`config.mk`:
```
export PLATFORM = sky130hd
export DESIGN_NAME = himc_top
export DESIGN_NICKNAME = d
export VERILOG_FILES = /design/src/rtl/himc_pkg.sv /design/src/rtl/himc_reg_update.sv /design/src/rtl/himc_top.sv
export SDC_FILE = /design/constraint.sdc
export NUM_CORES = 1
export LEC_CHECK = 0
export ABC_AREA = 0
export BUFFER_PORTS_ARGS = -buffer_cell sky130_fd_sc_hd__buf_2
export CELL_PAD_IN_SITES_DETAIL_PLACEMENT = 0
export CELL_PAD_IN_SITES_GLOBAL_PLACEMENT = 1
export CORE_MARGIN = 10
export CORE_UTILIZATION = 38
export CTS_BUF_LIST = sky130_fd_sc_hd__clkbuf_16
export CTS_CLUSTER_SIZE = 40
export DETAILED_ROUTE_END_ITERATION = 8
export PLACE_DENSITY_LB_ADDON = 0.1
export SYNTH_ARGS = -nofsm -noshare
export SYNTH_HDL_FRONTEND = slang
export SYNTH_SLANG_ARGS = --single-unit
```
`constraint.sdc`:
```
create_clock -name sys_clk_i -period 1.5 [get_ports sys_clk_i]
set_clock_uncertainty 0.1 [all_clocks]
set_input_delay 0.15 -clock sys_clk_i [delete_from_list [all_inputs] [get_ports sys_clk_i]]
set_output_delay 0.15 -clock sys_clk_i [all_outputs]
set_load 0.03 [all_outputs]
```
`src/rtl/himc_pkg.sv`:
```
package himc_pkg;
  // ****************************************************************
  // command codes
  // ****************************************************************
  localparam logic [7:0] CMD_SET_RD = 8'h04;
  localparam logic [7:0] CMD_CLR_RD = 8'h05;
  localparam logic [7:0] CMD_SET_WR = 8'h84;
  localparam logic [7:0] CMD_CLR_WR = 8'h85;
  localparam logic [7:0] CMD_EVT_RD = 8'h03;
  localparam logic [7:0] CMD_EVT_WR = 8'h83;
  // ****************************************************************
  // bit positions
  // ****************************************************************
  localparam int BIT_GATE = 31;
  localparam int BIT_ROOT = 6;
  localparam int BIT_FWRAP = 5;
  localparam int BIT_FATAL = 4;
  localparam int BIT_RESUME = 3;
  localparam int BIT_FSTART = 2;
  localparam int BIT_OVERRUN = 0;
  localparam logic [31:0] MASK_VALID = 32'h8000_007D;
  localparam logic [31:0] EVT_VALID = 32'h0000_007D;
  localparam logic [31:0] MASK_RESET = 32'h0000_0000;
  localparam logic [31:0] EVT_RESET = 32'h0000_0000;
  localparam logic [31:0] DATA_ZERO = 32'h0000_0000;
endpackage

```
`src/rtl/himc_reg_update.sv`:
```
`timescale 1ns/1ps
module himc_reg_update (
  // current value and write data
  input wire logic [31:0] cur_i,
  input wire logic [31:0] wdata_i,
  // write kind
  input wire logic set_i,
  input wire logic clr_i,
  // result
  output logic [31:0] nxt_o
);
  // only ones act; reserved positions are filtered by the valid mask
  always_comb begin
    nxt_o = cur_i;
    if (set_i) begin
      nxt_o = cur_i | (wdata_i & himc_pkg::MASK_VALID);
    end else if (clr_i) begin
      nxt_o = cur_i & ~(wdata_i & himc_pkg::MASK_VALID);
    end
  end
endmodule

```
`src/rtl/himc_top.sv`:
```
`timescale 1ns/1ps
module himc_top (
  // clock and reset
  input wire logic sys_clk_i,
  input wire logic sys_rst_i,
  // host command port
  input wire logic cmd_valid_i,
  input wire logic [7:0] cmd_code_i,
  input wire logic [31:0] cmd_wdata_i,
  output logic [31:0] cmd_rdata_o,
  output logic cmd_rvalid_o,
  // event sources, one-cycle pulses from the host engine
  input wire logic [31:0] evt_set_i,
  // interrupt request to the host processor
  output logic host_irq_o
);
  // ****************************************************************
  // decode
  // ****************************************************************
  logic [31:0] mask_r;
  logic [31:0] mask_nxt;
  logic [31:0] evt_r;
  logic [31:0] evt_sync1_r;
  logic [31:0] evt_sync2_r;
  logic [31:0] evt_prev_r;
  logic [31:0] evt_pulse;
  logic wr_set;
  logic wr_clr;
  logic wr_evt;

  function automatic logic is_cmd(input logic v, input logic [7:0] c, input logic [7:0] k);
    is_cmd = v && (c == k);
  endfunction

  assign wr_set = is_cmd(cmd_valid_i, cmd_code_i, himc_pkg::CMD_SET_WR);
  assign wr_clr = is_cmd(cmd_valid_i, cmd_code_i, himc_pkg::CMD_CLR_WR);

  assign wr_evt = is_cmd(cmd_valid_i, cmd_code_i, himc_pkg::CMD_EVT_WR);

  // ****************************************************************
  // mask register: set and clear ports share one storage
  // ****************************************************************
  himc_reg_update u_upd (
    .cur_i(mask_r),
    .wdata_i(cmd_wdata_i),
    .set_i(wr_set),
    .clr_i(wr_clr),
    .nxt_o(mask_nxt)
  );

  // one storage only, so a clear read can never disagree with the set view
  always_ff @(posedge sys_clk_i) begin
    if (sys_rst_i) begin
      mask_r <= himc_pkg::MASK_RESET;
    end else begin
      mask_r <= mask_nxt;
    end
  end

  // ****************************************************************
  // event flags
  // ****************************************************************
  // event pins come from outside the domain: two flops first
  always_ff @(posedge sys_clk_i) begin
    if (sys_rst_i) begin
      evt_sync1_r <= himc_pkg::EVT_RESET;
      evt_sync2_r <= himc_pkg::EVT_RESET;
      evt_prev_r <= himc_pkg::EVT_RESET;
    end else begin
      evt_sync1_r <= evt_set_i;
      evt_sync2_r <= evt_sync1_r;
      evt_prev_r <= evt_sync2_r;
    end
  end

  assign evt_pulse = evt_sync2_r & ~evt_prev_r & himc_pkg::EVT_VALID;

  // write-one-to-clear; a new event in the clear cycle wins
  always_ff @(posedge sys_clk_i) begin
    if (sys_rst_i) begin
      evt_r <= himc_pkg::EVT_RESET;
    end else begin
      evt_r <= (wr_evt ? (evt_r & ~cmd_wdata_i) : evt_r) | evt_pulse;
    end
  end

  // ****************************************************************
  // read port
  // ****************************************************************
  // unknown codes with bit 7 clear answer zero with rvalid so the host never hangs
  always_ff @(posedge sys_clk_i) begin
    if (sys_rst_i) begin
      cmd_rdata_o <= himc_pkg::DATA_ZERO;
      cmd_rvalid_o <= 1'b0;
    end else begin
      cmd_rvalid_o <= cmd_valid_i && !cmd_code_i[7];
      if (cmd_valid_i && !cmd_code_i[7]) begin
        unique case (cmd_code_i)
          himc_pkg::CMD_SET_RD: cmd_rdata_o <= mask_r & himc_pkg::MASK_VALID;
          himc_pkg::CMD_CLR_RD: cmd_rdata_o <= mask_r & himc_pkg::MASK_VALID;
          himc_pkg::CMD_EVT_RD: cmd_rdata_o <= evt_r;
          default: cmd_rdata_o <= himc_pkg::DATA_ZERO;
        endcase
      end
    end
  end

  // ****************************************************************
  // interrupt output
  // ****************************************************************
  always_ff @(posedge sys_clk_i) begin
    if (sys_rst_i) begin
      host_irq_o <= 1'b0;
    end else begin
      host_irq_o <= mask_r[himc_pkg::BIT_GATE] && |(evt_r & mask_r & himc_pkg::EVT_VALID);
    end
  end

  // ****************************************************************
  // checks
  // ****************************************************************
  // mask storage, read view and request cause
  chk_clear_one_wins: assert property (@(posedge sys_clk_i) disable iff (sys_rst_i)
    wr_clr |=> ((mask_r & $past(cmd_wdata_i) & himc_pkg::MASK_VALID) == 32'h0000_0000))
    else $error("mask bit survived a clear write");
  chk_clear_zero_holds: assert property (@(posedge sys_clk_i) disable iff (sys_rst_i)
    wr_clr |=> ((mask_r & ~$past(cmd_wdata_i)) == ($past(mask_r) & ~$past(cmd_wdata_i))))
    else $error("zero in clear write changed mask");
  chk_clear_read_mask: assert property (@(posedge sys_clk_i) disable iff (sys_rst_i)
    (cmd_valid_i && cmd_code_i == himc_pkg::CMD_CLR_RD && !wr_set) |=> (cmd_rdata_o == $past(mask_r)))
    else $error("clear read differs from mask");
  chk_gate_clear: assert property (@(posedge sys_clk_i) disable iff (sys_rst_i)
    (wr_clr && cmd_wdata_i[himc_pkg::BIT_GATE]) |=> ##1 !host_irq_o)
    else $error("irq after master gate clear");
  chk_low_bits_clear: assert property (@(posedge sys_clk_i) disable iff (sys_rst_i)
    (wr_clr && cmd_wdata_i[himc_pkg::BIT_ROOT] && cmd_wdata_i[himc_pkg::BIT_FATAL])
      |=> !mask_r[himc_pkg::BIT_ROOT] && !mask_r[himc_pkg::BIT_FATAL])
    else $error("event mask not cleared");
  chk_reserved_zero: assert property (@(posedge sys_clk_i) disable iff (sys_rst_i)
    (mask_r & ~himc_pkg::MASK_VALID) == 32'h0000_0000)
    else $error("reserved mask bit set");
  chk_set_one: assert property (@(posedge sys_clk_i) disable iff (sys_rst_i)
    wr_set |=> ((mask_r & $past(cmd_wdata_i) & himc_pkg::MASK_VALID)
      == ($past(cmd_wdata_i) & himc_pkg::MASK_VALID)))
    else $error("mask bit not set");
  chk_irq_cause: assert property (@(posedge sys_clk_i) disable iff (sys_rst_i)
    host_irq_o |-> $past(mask_r[himc_pkg::BIT_GATE]) && (($past(evt_r) & $past(mask_r)) != 32'h0000_0000))
    else $error("irq without cause");
  chk_set_read_mask: assert property (@(posedge sys_clk_i) disable iff (sys_rst_i)
    (cmd_valid_i && cmd_code_i == himc_pkg::CMD_SET_RD) |=> cmd_rvalid_o && cmd_rdata_o == $past(mask_r))
    else $error("set read differs from mask");

  // ****************************************************************
  // checks: single-bit clears and code selection
  // ****************************************************************
  // one check per bit, for root, frame wrap, resume, frame start and overrun; fatal has none of its own, gate is checked through the request by chk_gate_clear
  chk_root_clear: assert property (@(posedge sys_clk_i) disable iff (sys_rst_i)
    (wr_clr && cmd_wdata_i[himc_pkg::BIT_ROOT]) |=> !mask_r[himc_pkg::BIT_ROOT])
    else $error("root hub mask survived a clear write");
  chk_fwrap_clear: assert property (@(posedge sys_clk_i) disable iff (sys_rst_i)
    (wr_clr && cmd_wdata_i[himc_pkg::BIT_FWRAP]) |=> !mask_r[himc_pkg::BIT_FWRAP])
    else $error("frame wrap mask survived a clear write");
  chk_resume_clear: assert property (@(posedge sys_clk_i) disable iff (sys_rst_i)
    (wr_clr && cmd_wdata_i[himc_pkg::BIT_RESUME]) |=> !mask_r[himc_pkg::BIT_RESUME])
    else $error("resume mask survived a clear write");
  chk_fstart_clear: assert property (@(posedge sys_clk_i) disable iff (sys_rst_i)
    (wr_clr && cmd_wdata_i[himc_pkg::BIT_FSTART]) |=> !mask_r[himc_pkg::BIT_FSTART])
    else $error("frame start mask survived a clear write");
  chk_overrun_clear: assert property (@(posedge sys_clk_i) disable iff (sys_rst_i)
    (wr_clr && cmd_wdata_i[himc_pkg::BIT_OVERRUN]) |=> !mask_r[himc_pkg::BIT_OVERRUN])
    else $error("overrun mask survived a clear write");
  // only the two mask write codes may touch the storage; event writes must not
  chk_other_code_holds: assert property (@(posedge sys_clk_i) disable iff (sys_rst_i)
    !(wr_set || wr_clr) |=> $stable(mask_r))
    else $error("mask changed without a mask write");

  // ****************************************************************
  // checks: read answers and request raise
  // ****************************************************************
  // writes give no answer strobe, so the host cannot mistake one for a read
  chk_write_silent: assert property (@(posedge sys_clk_i) disable iff (sys_rst_i)
    (cmd_valid_i && cmd_code_i[7]) |=> !cmd_rvalid_o)
    else $error("write answered with rvalid");
  chk_event_read: assert property (@(posedge sys_clk_i) disable iff (sys_rst_i)
    (cmd_valid_i && cmd_code_i == himc_pkg::CMD_EVT_RD) |=> cmd_rvalid_o && cmd_rdata_o == $past(evt_r))
    else $error("event read differs from flags");
  chk_reserved_read: assert property (@(posedge sys_clk_i) disable iff (sys_rst_i)
    (cmd_valid_i && cmd_code_i == himc_pkg::CMD_CLR_RD) |=> ((cmd_rdata_o & ~himc_pkg::MASK_VALID) == 32'h0000_0000))
    else $error("reserved bit read back as one");
  // an armed event with the gate open must raise the request next cycle
  chk_irq_raise: assert property (@(posedge sys_clk_i) disable iff (sys_rst_i)
    (mask_r[himc_pkg::BIT_GATE] && ((evt_r & mask_r & himc_pkg::EVT_VALID) != 32'h0000_0000))
      |=> host_irq_o)
    else $error("armed event raised no irq");

  // ****************************************************************
  // cover points
  // ****************************************************************
  // request edges, the clear and event reads and an event held off by the gate
  cov_irq_raised: cover property (@(posedge sys_clk_i) disable iff (sys_rst_i) $rose(host_irq_o));
  cov_irq_dropped: cover property (@(posedge sys_clk_i) disable iff (sys_rst_i) wr_clr ##2 $fell(host_irq_o));
  cov_clear_read: cover property (@(posedge sys_clk_i) disable iff (sys_rst_i)
    cmd_valid_i && cmd_code_i == himc_pkg::CMD_CLR_RD);
  cov_event_read: cover property (@(posedge sys_clk_i) disable iff (sys_rst_i)
    cmd_valid_i && cmd_code_i == himc_pkg::CMD_EVT_RD);
  cov_gate_held_off: cover property (@(posedge sys_clk_i) disable iff (sys_rst_i)
    !mask_r[himc_pkg::BIT_GATE] && ((evt_r & mask_r) != 32'h0000_0000));
endmodule

```
# Word-level counts from Yosys, hierarchy flattened
# Index checks and enable logic that the tools add are counted.
# classes
eq_ne	6
mux	4
n_bitwise	9
reduce_logical	9
# ops
operator	count
32-bit two-way mux	3
32-bit bitwise AND	2
32-bit inverter	2
32-bit case mux with 2 select lines	1
32-bit bitwise OR	1
32-bit by 7-bit bitwise OR with 32-bit output	1
8-bit equality test (second input constant)	3
8-bit by 3-bit equality test with 1-bit output (second input constant)	2
7-bit bitwise AND	2
8-bit by 2-bit equality test with 1-bit output (second input constant)	1
7-bit inverter	1
6-bit OR reduction	1
1-bit logical AND	5
2-bit nonzero test	1
2-bit OR reduction	1
1-bit logical NOT	1
# word_totals
regBits	119
in_bits	75
output_inout_bits	34
word_cells	36

# Longest topological paths before layout
# Gate-level depths: netlist of the first run.
# depth
word_depth	4
mapped_depth	6
mapped_depth_nobuf	3

# Cells and area by module
# Synthesis of the first run repeated with hierarchy kept, for this count alone.
# unflattened
cells_unflattened	433
hier_area_um2	4341.7
# modules_own_cells
mod	n_inst	cells_per_inst	area_each_um2	seq_area_each_um2
himc_top	1	394	4066.4	2322.2
himc_reg_update	1	39	275.3	0.0

# Worst setup path after synthesis of the first run
# No wires, ideal clock.
# synth_timing
path_type	input to register
from	input cmd_code_i[2]
to	register evt_r[11]
setup_ns	0.115
arrival_time_ns	1.056
required_ns	1.285
setup_slack_ns	0.228
path_stages	6
n_path_buf	3
path_cell_list	and4bb_1 buf_6 and4_4 buf_6 buf_6 a21oi_2
# synth_between
elab_chain_cells	4
# synth_lines
item	line_no	text
from (decl)	himc_top.sv:8	input wire logic [7:0] cmd_code_i,
8-bit equality test	himc_top.sv:32	is_cmd = v && (c == k);
1-bit logical AND	himc_top.sv:32	
32-bit two-way mux	himc_top.sv:83	evt_r <= (wr_evt ? (evt_r & ~cmd_wdata_i) : evt_r) | evt_pulse;
32-bit by 7-bit bitwise OR with 32-bit output	himc_top.sv:83	
to (signal assigned)	himc_top.sv:81	evt_r <= himc_pkg::EVT_RESET;
to (signal assigned)	himc_top.sv:83	
to (decl)	himc_top.sv:22	logic [31:0] evt_r;
# Every way passes these cells.
# A chain may end at the register's enable or synchronous reset.

# Final worst setup path of the first run
# layout_timing
from	register cmd_rdata_o[24]
to	output cmd_rdata_o[24]
# layout_rtl
item	line_no	text
from (decl)	himc_top.sv:10	output logic [31:0] cmd_rdata_o,
from (signal assigned)	himc_top.sv:93	cmd_rdata_o <= himc_pkg::DATA_ZERO;
from (signal assigned)	himc_top.sv:99	himc_pkg::CMD_SET_RD: cmd_rdata_o <= mask_r & himc_pkg::MASK_VALID;
from (signal assigned)	himc_top.sv:100	himc_pkg::CMD_CLR_RD: cmd_rdata_o <= mask_r & himc_pkg::MASK_VALID;
# No word-level cell between the ends.

==> results of run 1 <==
## Yosys cell counts (2+ instances only)
| cell type | count | area (um2) |
|---|---|---|
| a22oi_1 | 3 | 22.5 |
| buf_4 | 2 | 15.0 |
| buf_6 | 4 | 45.0 |
| a211o_1 | 6 | 52.6 |
| a21oi_2 | 20 | 175 |
| nor2b_1 | 37 | 231 |
| a21oi_1 | 31 | 155 |
| buf_2 | 12 | 60.1 |
| dfxtp_1 | 91 | 1820 |
| nand3_1 | 21 | 105 |
| mux2i_1 | 7 | 70.1 |
| nand2_1 | 25 | 93.8 |
| clkbuf_1 | 11 | 41.3 |
| nand4_1 | 25 | 156 |
| a311oi_1 | 7 | 61.3 |
| nor2_1 | 8 | 30.0 |
| nand2b_1 | 34 | 213 |
## cells by family (layout without fill, tap and decap cells)
kind of cell    Yosys count  in the layout
mux                       7              7
buf+inv                  30            146
flops                    91             91
simple gates            159            159
compound gates           68             68
## worst register-to-register path: stages (launching register included)
cell	delay (ns)
dfxtp_1	0.34
nor2b_1	0.15
nor2b_1	0.14
a211o_1	0.25
## power breakdown
| group | switching, mW | internal, mW |
|---|---|---|
| combinational | 0.194 | 0.202 |
| sequential | 0.0259 | 2.47 |
| clock | 0.953 | 1.48 |
| total | 1.17 | 4.14 |
## layer usage
layer,share of wire,wire [um],vias up,track usage
li1,-,-,1457,-
met1,0.49,4230,1257,0.180
met2,0.44,3820,80,0.196
met3,0.062,540,8,0.0359
met4,0.0099,86,0,0.0507
met5,0,0,-,0
## layout by cell type (no fill, tap or decap), types with 2 or more instances in the layout
master / Yosys / layout
nor2b_1: 37 / 36
dfxtp_1: 91 / 91
a211o_1: 6 / 6
a22oi_1: 3 / 3
mux2i_1: 7 / 7
buf_2: 12 / 82
clkbuf_16: 0 / 9
inv_6: 0 / 2
nand3_1: 21 / 21
buf_12: 0 / 4
nand2_1: 25 / 25
buf_4: 2 / 12
bufinv_16: 0 / 2
clkinv_2: 0 / 2
a311oi_1: 7 / 7
a21oi_2: 20 / 20
nand2b_1: 34 / 34
a21oi_1: 31 / 31
nand4_1: 25 / 25
dlygate4sd3_1: 0 / 32
nor2_1: 8 / 8
## through the flow
stage               instances  instance area (um2)  power, mW  utilization  hold slack, ns
finish                    579                 4660       5.32        0.530          0.0207
global route              579                 4660       5.53        0.530          0.0228
CTS                       579                 4660       5.39        0.530          0.0105
detailed placement        531                 4020       2.88        0.456           0.226
global placement          531                 4020       2.88        0.456           0.225
floorplan                 355                 3460       2.72            -           0.129
## final cells by class
type / count / area [um2] / area share
clock inverter: 7 / 98.8 / 0.0212
multi-input combinational: 234 / 1480 / 0.318
sequential: 91 / 1820 / 0.391
clock buffer: 9 / 225 / 0.0483
tap: 108 / 135 / 0.0290
timing repair buffer: 130 / 901 / 0.193
## how the worst min path moves through the flow
stage | from | end | slack [ns] | depth (start not counted)
after floorplan | cmd_wdata_i[28] | evt_r[28] | 0.13 | 1
after global placement | cmd_wdata_i[23] | evt_r[23] | 0.22 | 2
after detailed placement | cmd_wdata_i[25] | evt_r[25] | 0.23 | 2
after CTS | cmd_wdata_i[5] | flip-flop | 0.01 | 3
after global routing | cmd_wdata_i[5] | flip-flop | 0.02 | 3
final | cmd_wdata_i[5] | flip-flop | 0.02 | 3
## state kept, by name (all words and copies together) (netlist names), named ones only
| register | count |
|---|---|
| cmd_rvalid_o | 1 |
| evt_prev_r | 6 |
| host_irq_o | 1 |
| evt_sync2_r | 6 |
| evt_r | 32 |
| cmd_rdata_o | 32 |
| evt_sync1_r | 6 |
## repair_timing
action | CTS | global route
endpoints found under the hold margin | 32 | 0
hold buffers | 32 | 0
resized for setup | 0 | 0
setup endpoints to repair | 0 | 0
==> run_results.csv, run 1 <==
group,metric,value,unit
clock_network,cts-root-buf,"clkbuf_16",
routing,wirelength,8680,um
die,start_util,0.393,
synthesis,synth_enable_flop_cells,0,
die,fp.dieArea,0.0133,mm2
worst_setup_path,rr_worst_depth,3,
routing,drtIter0Drc,94,
die,die_y,115,um
synthesis,synth-seq-cells,91,
clock_network,clk_latency,0.33,ns
placed_design,io_buffers,82,
power,powerDensity,1140,mW/mm2
die,rows,34,
routing,drc_errors,0,
routing,viasPerCell,4.84,
timing,rsz0062_at_grt,"false",
worst_setup_path,crit_path_cell_trace,"buf_2",
clock_network,numCtsBuffers,9,
power,p_leak,1.91,nW
clock_network,htree_num_levels,3,
clock_network,clk_pin_slew,0.07,ns
clock_network,cts.sinks,91,
global_routing,grt_max_degree,46,
timing,min_period_over_period,0.778,
synthesis,synth.distinct_cells,28,
routing,drt-wirelength-per-cell,15.0,um
worst_setup_path,crit_required,1.25,ns
routing,ant_nets,0,
die,pin_count,109,
worst_setup_path,cp-endpoint,"cmd_rdata_o[24]",
layout,antenna_cells,0,
synthesis,ys_seq_area_frac,0.527,
synthesis,synthSimpleGateAreaFrac,0.268,
worst_setup_path,timing.rr.end,"evt_r[0]",
run_status,outcome,"finished, final reports clean",
timing,hold_viol_final,0,
timing,finalWorstSetupSlack,0.333,ns
layout,fillCellCount,818,
routing,dr.pass1.iters,4,
layout,syn2layout_area_growth,34.9,%
die,core_area,0.00881,mm2
synthesis,synth_top_family_by_area,"simple AND/OR/NAND/NOR gates",
worst_setup_path,cpPeakStageDelay,0.37,ns
die,fp.dieW,115,um
synthesis,ys_warn_count,0,
layout,drive_gt1_frac,0.297,
power,vdd_ir_drop_max,534,uV
synthesis,synth-compound-area-share,0.137,
synthesis,syn_area_per_cell,9.74,um2
placed_design,gp_congestion,0.773,
worst_setup_path,crit_start,"cmd_rdata_o[24]",
layout,layout.nets,541,
global_routing,grt_pass1_vias,2779,
synthesis,async_reset_ff_frac,0,
timing,fin_setup_tns,0,ns
global_routing,antenna_found_initial,0,
synthesis,synth_flop_cell,"dfxtp_1",
worst_setup_path,end_kind,"primary output",
timing,setup_viol,0,
worst_setup_path,ff2ff_setup_slack,0.42,ns
synthesis,mappedNetlistArea,0.00346,mm2
placed_design,hpwl,5850,um
min_path,hold_path_class,"input port to flip-flop",
placed_design,post-place-ws,0.0503,ns
worst_setup_path,cp_num_buf_inv,1,
timing,max_freq,857,MHz
global_routing,grt_pass1_wl,14200,um
global_routing,grt_overflow,0,
timing,timing.final.crit_period,1.17,ns
worst_setup_path,critPathArrivalTime,0.92,ns
timing,tightest_slew,0.315,ns
worst_setup_path,startpoint_type,"flip-flop",
routing,vias,2802,
worst_setup_path,path_delay_family,"flip-flops",
global_routing,gr-usage-all-layers,0.133,
timing,slew_viol_final,0,
synthesis,syn_inst,355,
job,maxCapViolCount,0,
worst_setup_path,worstSetupPathType,"flip-flop to primary output",
worst_setup_path,worstSetupPathDepth,1,
timing,maxSlewHeadroom,0.789,
synthesis,synth_adder_area_share,0,
clock_network,cts_setup_buffers,0,
worst_setup_path,cpMaxStageDelayCell,"dfxtp_1",
worst_setup_path,r2r_start,"evt_r[0]",
clock_network,ctsLongestPathBuffers,2,
synthesis,muxShareOfSynthArea,0.0203,
synthesis,synth_xor_area_frac,0,
synthesis,syn_nets,430,
clock_network,cts_tree,"done",
worst_setup_path,cp_max_fo,2,
Note: power is estimated with default switching activity, not from simulation.
==> inputs of run 2 (changes only) <==
--- a/config.mk
+++ b/config.mk
@@ -5,12 +5,12 @@
 export SDC_FILE = /design/constraint.sdc
 export NUM_CORES = 1
 export LEC_CHECK = 0
-export ABC_AREA = 0
+export ABC_AREA = 1
 export BUFFER_PORTS_ARGS = -buffer_cell sky130_fd_sc_hd__buf_2
 export CELL_PAD_IN_SITES_DETAIL_PLACEMENT = 0
 export CELL_PAD_IN_SITES_GLOBAL_PLACEMENT = 1
 export CORE_MARGIN = 10
-export CORE_UTILIZATION = 38
+export CORE_UTILIZATION = 36
 export CTS_BUF_LIST = sky130_fd_sc_hd__clkbuf_16
 export CTS_CLUSTER_SIZE = 40
 export DETAILED_ROUTE_END_ITERATION = 8
==> constraint.sdc (replaced) <==
create_clock -name sys_clk_i -period 1.1 [get_ports sys_clk_i]
set_clock_uncertainty 0.1 [all_clocks]
set_input_delay 0.11 -clock sys_clk_i [delete_from_list [all_inputs] [get_ports sys_clk_i]]
set_output_delay 0.11 -clock sys_clk_i [all_outputs]
set_load 0.03 [all_outputs]
==> run 2 against run 1 <==
Synthesized cell count grew 32%. Synthesized area is 2.2% higher. First-iteration DRC count grew 91%. Power is 32% higher. Die area up 6.5%. Clock-buffer cell count unchanged. Clock power grew 15%. Critical path type unchanged.
==> run_results.csv, run 2 <==
group,metric,value,unit
run_status,outcome,"finished, final reports clean",
layout,seqCellArea,0.00182,mm2
layout,final_cell_mix,"nand3_1, dfxtp_1, inv_1",
clock_network,cts_setup_buffers,0,
layout,biggestRegsByFlops,"cmd_rdata_o x32, evt_r x32",
power,vdd_ir_drop_max,798,uV
clock_network,cts_tree,"done",
power,powerDensity,1440,mW/mm2
global_routing,grt_pass1_vias,3157,
synthesis,synth-seq-cells,91,
worst_setup_path,worstSetupPathType,"flip-flop to primary output",
placed_design,postPlaceCellArea,0.00416,mm2
layout,final_area,0.00489,mm2
die,rows,36,
timing,slew_viol_final,0,
layout,layout.nets,663,
synthesis,synth_enable_flop_cells,0,
routing,drtIter0Drc,180,
synthesis,yosys-top-cells-area,"dfxtp_1, nand3_1, inv_1",
layout,multi_input_area,0.00129,mm2
layout,finalCoreUtilization,0.505,
worst_setup_path,cp_max_fo,2,
synthesis,netlist_top_cells_count,"nand3_1, dfxtp_1, inv_1, nor2_1, nand2_1",
synthesis,yosysMostFrequentCell,"nand3_1",
power,p_leak,2.29,nW
clock_network,clk_latency,0.33,ns
synthesis,syn_inst,467,
placed_design,hpwl,5920,um
clock_network,htree_num_levels,3,
worst_setup_path,critPathArrivalTime,0.86,ns
routing,vias,3243,
routing,viasPerCell,4.47,
clock_network,cts.sinks,91,
timing,max_freq,935,MHz
layout,layout_commonest_cell,"nand3_1",
power,finalPower,7.03,mW
worst_setup_path,crit_required,0.89,ns
layout,syn2layout_area_growth,38.4,%
worst_setup_path,ff2ff_setup_slack,0.16,ns
synthesis,ys_seq_area_frac,0.516,
placed_design,io_buffers,82,
worst_setup_path,cp_num_buf_inv,1,
layout,antenna_cells,0,
synthesis,synth.distinct_cells,18,
worst_setup_path,end_kind,"primary output",
global_routing,grt_pass1_wl,15300,um
global_routing,grt_use_met1,0.154,
clock_network,clk_pin_slew,0.07,ns
global_routing,gr-usage-all-layers,0.127,
min_path,whs_endpoint,"evt_sync1_r[0]",
worst_setup_path,crit_path_cell_trace,"buf_2",
timing,tightest_slew,0.270,ns
job,maxCapViolCount,0,
timing,min_period_over_period,0.972,
clock_network,ctsLongestPathBuffers,2,
routing,drt-wirelength-per-cell,12.3,um
global_routing,grt_max_degree,43,
synthesis,mappedNetlistArea,0.00353,mm2
timing,timing.final.crit_period,1.07,ns
die,pin_count,109,
layout,fillCellCount,978,
synthesis,syn_nets,542,
timing,setup_viol,0,
synthesis,yosysTopAreaCellShare,0.516,
die,fp.dieW,119,um
global_routing,top_usage_layer,"met2",
worst_setup_path,path_delay_family,"flip-flops",
global_routing,antenna_found_initial,0,
synthesis,ys_warn_count,0,
clock_network,numCtsBuffers,9,
worst_setup_path,r2r_start,"evt_r[5]",
min_path,whs_path_depth,3,
routing,drc_errors,0,
synthesis,syn_area_per_cell,7.57,um2
min_path,hold_path_class,"input port to flip-flop",
die,fp.dieArea,0.0142,mm2
die,core_area,0.00968,mm2
routing,ant_nets,0,
synthesis,async_reset_ff_frac,0,
global_routing,use_met2,0.213,
worst_setup_path,cpMaxStageDelayCell,"dfxtp_1",
worst_setup_path,startpoint_type,"flip-flop",
worst_setup_path,timing.rr.end,"host_irq_o",
placed_design,gp_congestion,0.704,
min_path,worstHoldStart,"sys_rst_i",
clock_network,cts-root-buf,"clkbuf_16",
die,die_y,119,um
global_routing,grt_overflow,0,
worst_setup_path,rr_worst_depth,4,
global_routing,grt.met3_usage,0.0354,
timing,hold_viol_final,0,
routing,dr.pass1.iters,4,
routing,wirelength,8960,um
layout,drive_gt1_frac,0.209,
timing,maxSlewHeadroom,0.820,
synthesis,synth_flop_cell,"dfxtp_1",
synthesis,yosysTopAreaCell,"dfxtp_1",
die,start_util,0.365,
worst_setup_path,cpPeakStageDelay,0.33,ns
## run 2: cell types whose count changed in the layout (fill, tap and decap cells not counted), moves of 23 or more
cell / before / now
buf_2: 82 / 59
inv_1: 0 / 71
nand2b_1: 34 / 0
nand3_1: 21 / 113
nand4_1: 25 / 0
nor2_1: 8 / 49
nor2b_1: 36 / 0
o21ai_0: 0 / 24
## run 2: logic make-up after synthesis
logic type	Yosys count	synth area share
and+or+nand+nor	216	0.281
buffers and inverters	102	0.120
DFF	91	0.516
AOI/OAI and AO/OA	58	0.0829
## run 2: area by class of cell
cell class,instances,area share
Clock buffer,9,0.0460
Clock inverter,7,0.00947
Inverter,72,0.0553
Multi-Input combinational cell,274,0.264
Sequential cell,91,0.372
Tap cell,133,0.0340
Timing Repair Buffer,140,0.219
## run 2: metrics by stage
stage | setup TNS, ns | setup slack (ns) | instances | hold slack [ns]
2_1_floorplan | 0 | 0.0949 | 467 | 0.0893
3_3_place_gp | -2.53 | -0.0737 | 670 | 0.208
3_5_place_dp | -3.94 | -0.108 | 670 | 0.217
4_1_cts | 0 | 0.00111 | 726 | 0.0626
5_1_grt | -0.00501 | -0.00383 | 726 | 0.0784
6_report | 0 | 0.0309 | 726 | 0.0705
## run 2: layer usage
metal	vias up	routed length (um)
li1	1741	-
met1	1443	4230
met2	57	4290
met3	2	405
met4	0	42
met5	-	0
## run 2: where the power goes
group / switching (mW) / internal [mW]
clock network: 1.26 / 1.53
registers: 0.0490 / 3.40
logic: 0.446 / 0.344
## run 2: repair_timing
item | 4_1_cts | 5_1_grt
endpoints found under the setup margin | 3 | 21
hold buffers | 40 | 0
endpoints found under the hold margin | 46 | 0
resized for setup | 3 | 35
## run 2: worst max-delay path by stage
| stage | start | end | slack (ns) | cells past startpoint |
|---|---|---|---|---|
| 2_1_floorplan | sys_rst_i | evt_r[21] | 0.09 | 6 |
| 3_3_place_gp | cmd_code_i[2] | evt_r[14] | -0.07 | 8 |
| 3_5_place_dp | cmd_code_i[2] | evt_r[11] | -0.11 | 8 |
| 4_1_cts | cmd_rdata_o[4] | cmd_rdata_o[4] | 0.001 | 1 |
| 5_1_grt | cmd_rdata_o[15] | cmd_rdata_o[15] | -0.004 | 1 |
| 6_report | cmd_rdata_o[25] | cmd_rdata_o[25] | 0.03 | 1 |
==> inputs of run 3 (changes only) <==
--- a/config.mk
+++ b/config.mk
@@ -15,6 +15,7 @@
 export CTS_CLUSTER_SIZE = 40
 export DETAILED_ROUTE_END_ITERATION = 8
 export PLACE_DENSITY_LB_ADDON = 0.1
+export RECOVER_POWER = 25
 export SYNTH_ARGS = -nofsm -noshare
 export SYNTH_HDL_FRONTEND = slang
 export SYNTH_SLANG_ARGS = --single-unit
==> run 3 against run 2 <==
Die area stayed put. Sequential power hardly changed. Sequential cell count stayed put. Non-clock buffer count stayed put. First-iteration DRC count stayed put. Power hardly changed. Combinational power is 0.5% lower. Register-to-register slack hardly changed. Via count stayed put. Critical endpoint unchanged. Largest cell class unchanged. Largest power group unchanged.
==> run_results.csv, run 3 (synthesis results as in run 2) <==
group,metric,value,unit
clock_network,cts-root-buf,"clkbuf_16",
timing,tightest_slew,0.298,ns
worst_setup_path,path_delay_family,"flip-flops",
worst_setup_path,worstSetupPathType,"flip-flop to primary output",
routing,drc_errors,0,
min_path,worstHoldStart,"sys_rst_i",
timing,min_period_over_period,0.972,
clock_network,clk_latency,0.33,ns
run_status,outcome,"finished, final reports clean",
layout,antenna_cells,0,
placed_design,hpwl,5920,um
timing,slew_viol_final,0,
layout,fin_cells,726,
worst_setup_path,end_kind,"primary output",
clock_network,cts_tree,"done",
min_path,hold_path_class,"input port to flip-flop",
die,start_util,0.365,
layout,finalCoreUtilization,0.504,
routing,dr.pass1.iters,4,
job,maxCapViolCount,0,
global_routing,grt_pass1_wl,15300,um
worst_setup_path,ff2ff_setup_slack,0.16,ns
worst_setup_path,critPathArrivalTime,0.86,ns
placed_design,gp_congestion,0.704,
global_routing,grt_max_degree,43,
global_routing,grt_pass1_vias,3157,
layout,final_cell_mix,"nand3_1, dfxtp_1, inv_1",
worst_setup_path,rr_worst_depth,4,
timing,setup_viol,0,
worst_setup_path,cpMaxStageDelayCell,"dfxtp_1",
global_routing,grt_overflow,0,
worst_setup_path,cp_max_fo,2,
routing,drt-wirelength-per-cell,12.3,um
timing,timing.final.crit_period,1.07,ns
power,powerDensity,1440,mW/mm2
routing,ant_nets,0,
timing,finalWorstSetupSlack,0.0309,ns
worst_setup_path,cp_num_buf_inv,1,
routing,vias,3243,
clock_network,cts_setup_buffers,0,
power,vdd_ir_drop_max,798,uV
routing,drtIter0Drc,180,
die,fp.dieArea,0.0142,mm2
timing,maxSlewHeadroom,0.801,
layout,layout.nets,663,
layout,fillCellCount,982,
worst_setup_path,r2r_start,"evt_r[5]",
clock_network,clk_pin_slew,0.07,ns
clock_network,cts.sinks,91,
die,rows,36,
worst_setup_path,crit_required,0.89,ns
placed_design,placed_cells,670,
placed_design,postPlaceCellArea,0.00416,mm2
routing,viasPerCell,4.47,
worst_setup_path,cpPeakStageDelay,0.33,ns
layout,syn2layout_area_growth,38.1,%
die,die_y,119,um
layout,final_area,0.00488,mm2
routing,wirelength,8960,um
global_routing,gr-usage-all-layers,0.127,
placed_design,io_buffers,82,
power,p_leak,2.28,nW
worst_setup_path,startpoint_type,"flip-flop",
clock_network,numCtsBuffers,9,
timing,hold_viol_final,0,
global_routing,antenna_found_initial,0,
worst_setup_path,timing.rr.end,"host_irq_o",
layout,biggestRegsByFlops,"cmd_rdata_o x32, evt_r x32",
clock_network,ctsLongestPathBuffers,2,
die,core_area,0.00968,mm2
die,fp.dieW,119,um
worst_setup_path,crit_path_cell_trace,"buf_2",
layout,drive_gt1_frac,0.204,
timing,max_freq,935,MHz
placed_design,post-place-ws,-0.108,ns
min_path,whs_endpoint,"evt_sync1_r[0]",
min_path,whs_path_depth,3,
die,pin_count,109,
layout,layout_commonest_cell,"nand3_1",
power,finalPower,7.03,mW
clock_network,htree_num_levels,3,
[run 3: stage by stage]
stage          hold WS (ns)  setup TNS [ns]
6_report             0.0705               0
5_1_grt              0.0784        -0.00501
4_1_cts              0.0626               0
3_5_place_dp          0.217           -3.94
3_3_place_gp          0.208           -2.53
2_1_floorplan        0.0893               0
[run 3: tightest hold or removal path, stage by stage]
cell    delay, ns
buf_2        0.10
buf_4        0.19
nor2_1       0.06
[run 3: how the worst max path moves through the flow]
stage | slack (ns) | startpoint | end | cells after the start
3_5_place_dp | -0.11 | cmd_code_i[2] | evt_r[11] | 8
3_3_place_gp | -0.07 | cmd_code_i[2] | evt_r[14] | 8
6_report | 0.03 | cmd_rdata_o[25] | cmd_rdata_o[25] | 1
4_1_cts | 0.001 | cmd_rdata_o[4] | cmd_rdata_o[4] | 1
2_1_floorplan | 0.09 | sys_rst_i | evt_r[21] | 6
5_1_grt | -0.004 | cmd_rdata_o[15] | cmd_rdata_o[15] | 1
[run 3: cell type report]
| class | instances | area, um2 | share of cell area |
|---|---|---|---|
| sequential | 91 | 1820 | 0.373 |
| multi-input combinational | 274 | 1280 | 0.263 |
| timing repair buffer | 140 | 1070 | 0.219 |
| inverter | 72 | 270 | 0.0554 |
| clock buffer | 9 | 225 | 0.0461 |
| tap | 133 | 166 | 0.0341 |
| clock inverter | 7 | 46.3 | 0.00948 |
[run 3: repair_timing]
item,4_1_cts,5_1_grt
resized for setup,3,35
endpoints found under the setup margin,3,21
hold endpoints to repair,46,0
hold buffers,40,0
pin swaps,0,0
[run 3: power breakdown]
part           total [mW]  internal, mW  switching, mW
Sequential           3.45          3.40         0.0490
Clock                2.79          1.53           1.26
Combinational       0.786         0.342          0.444
Total                7.03          5.27           1.76
[run 3: routing by layer]
metal,up-vias,track usage,share of wire
li1,1741,-,-
met1,1445,0.154,0.47
met2,55,0.213,0.48
met3,2,0.0354,0.045
met4,0,0.0389,0.0047
met5,-,0,0
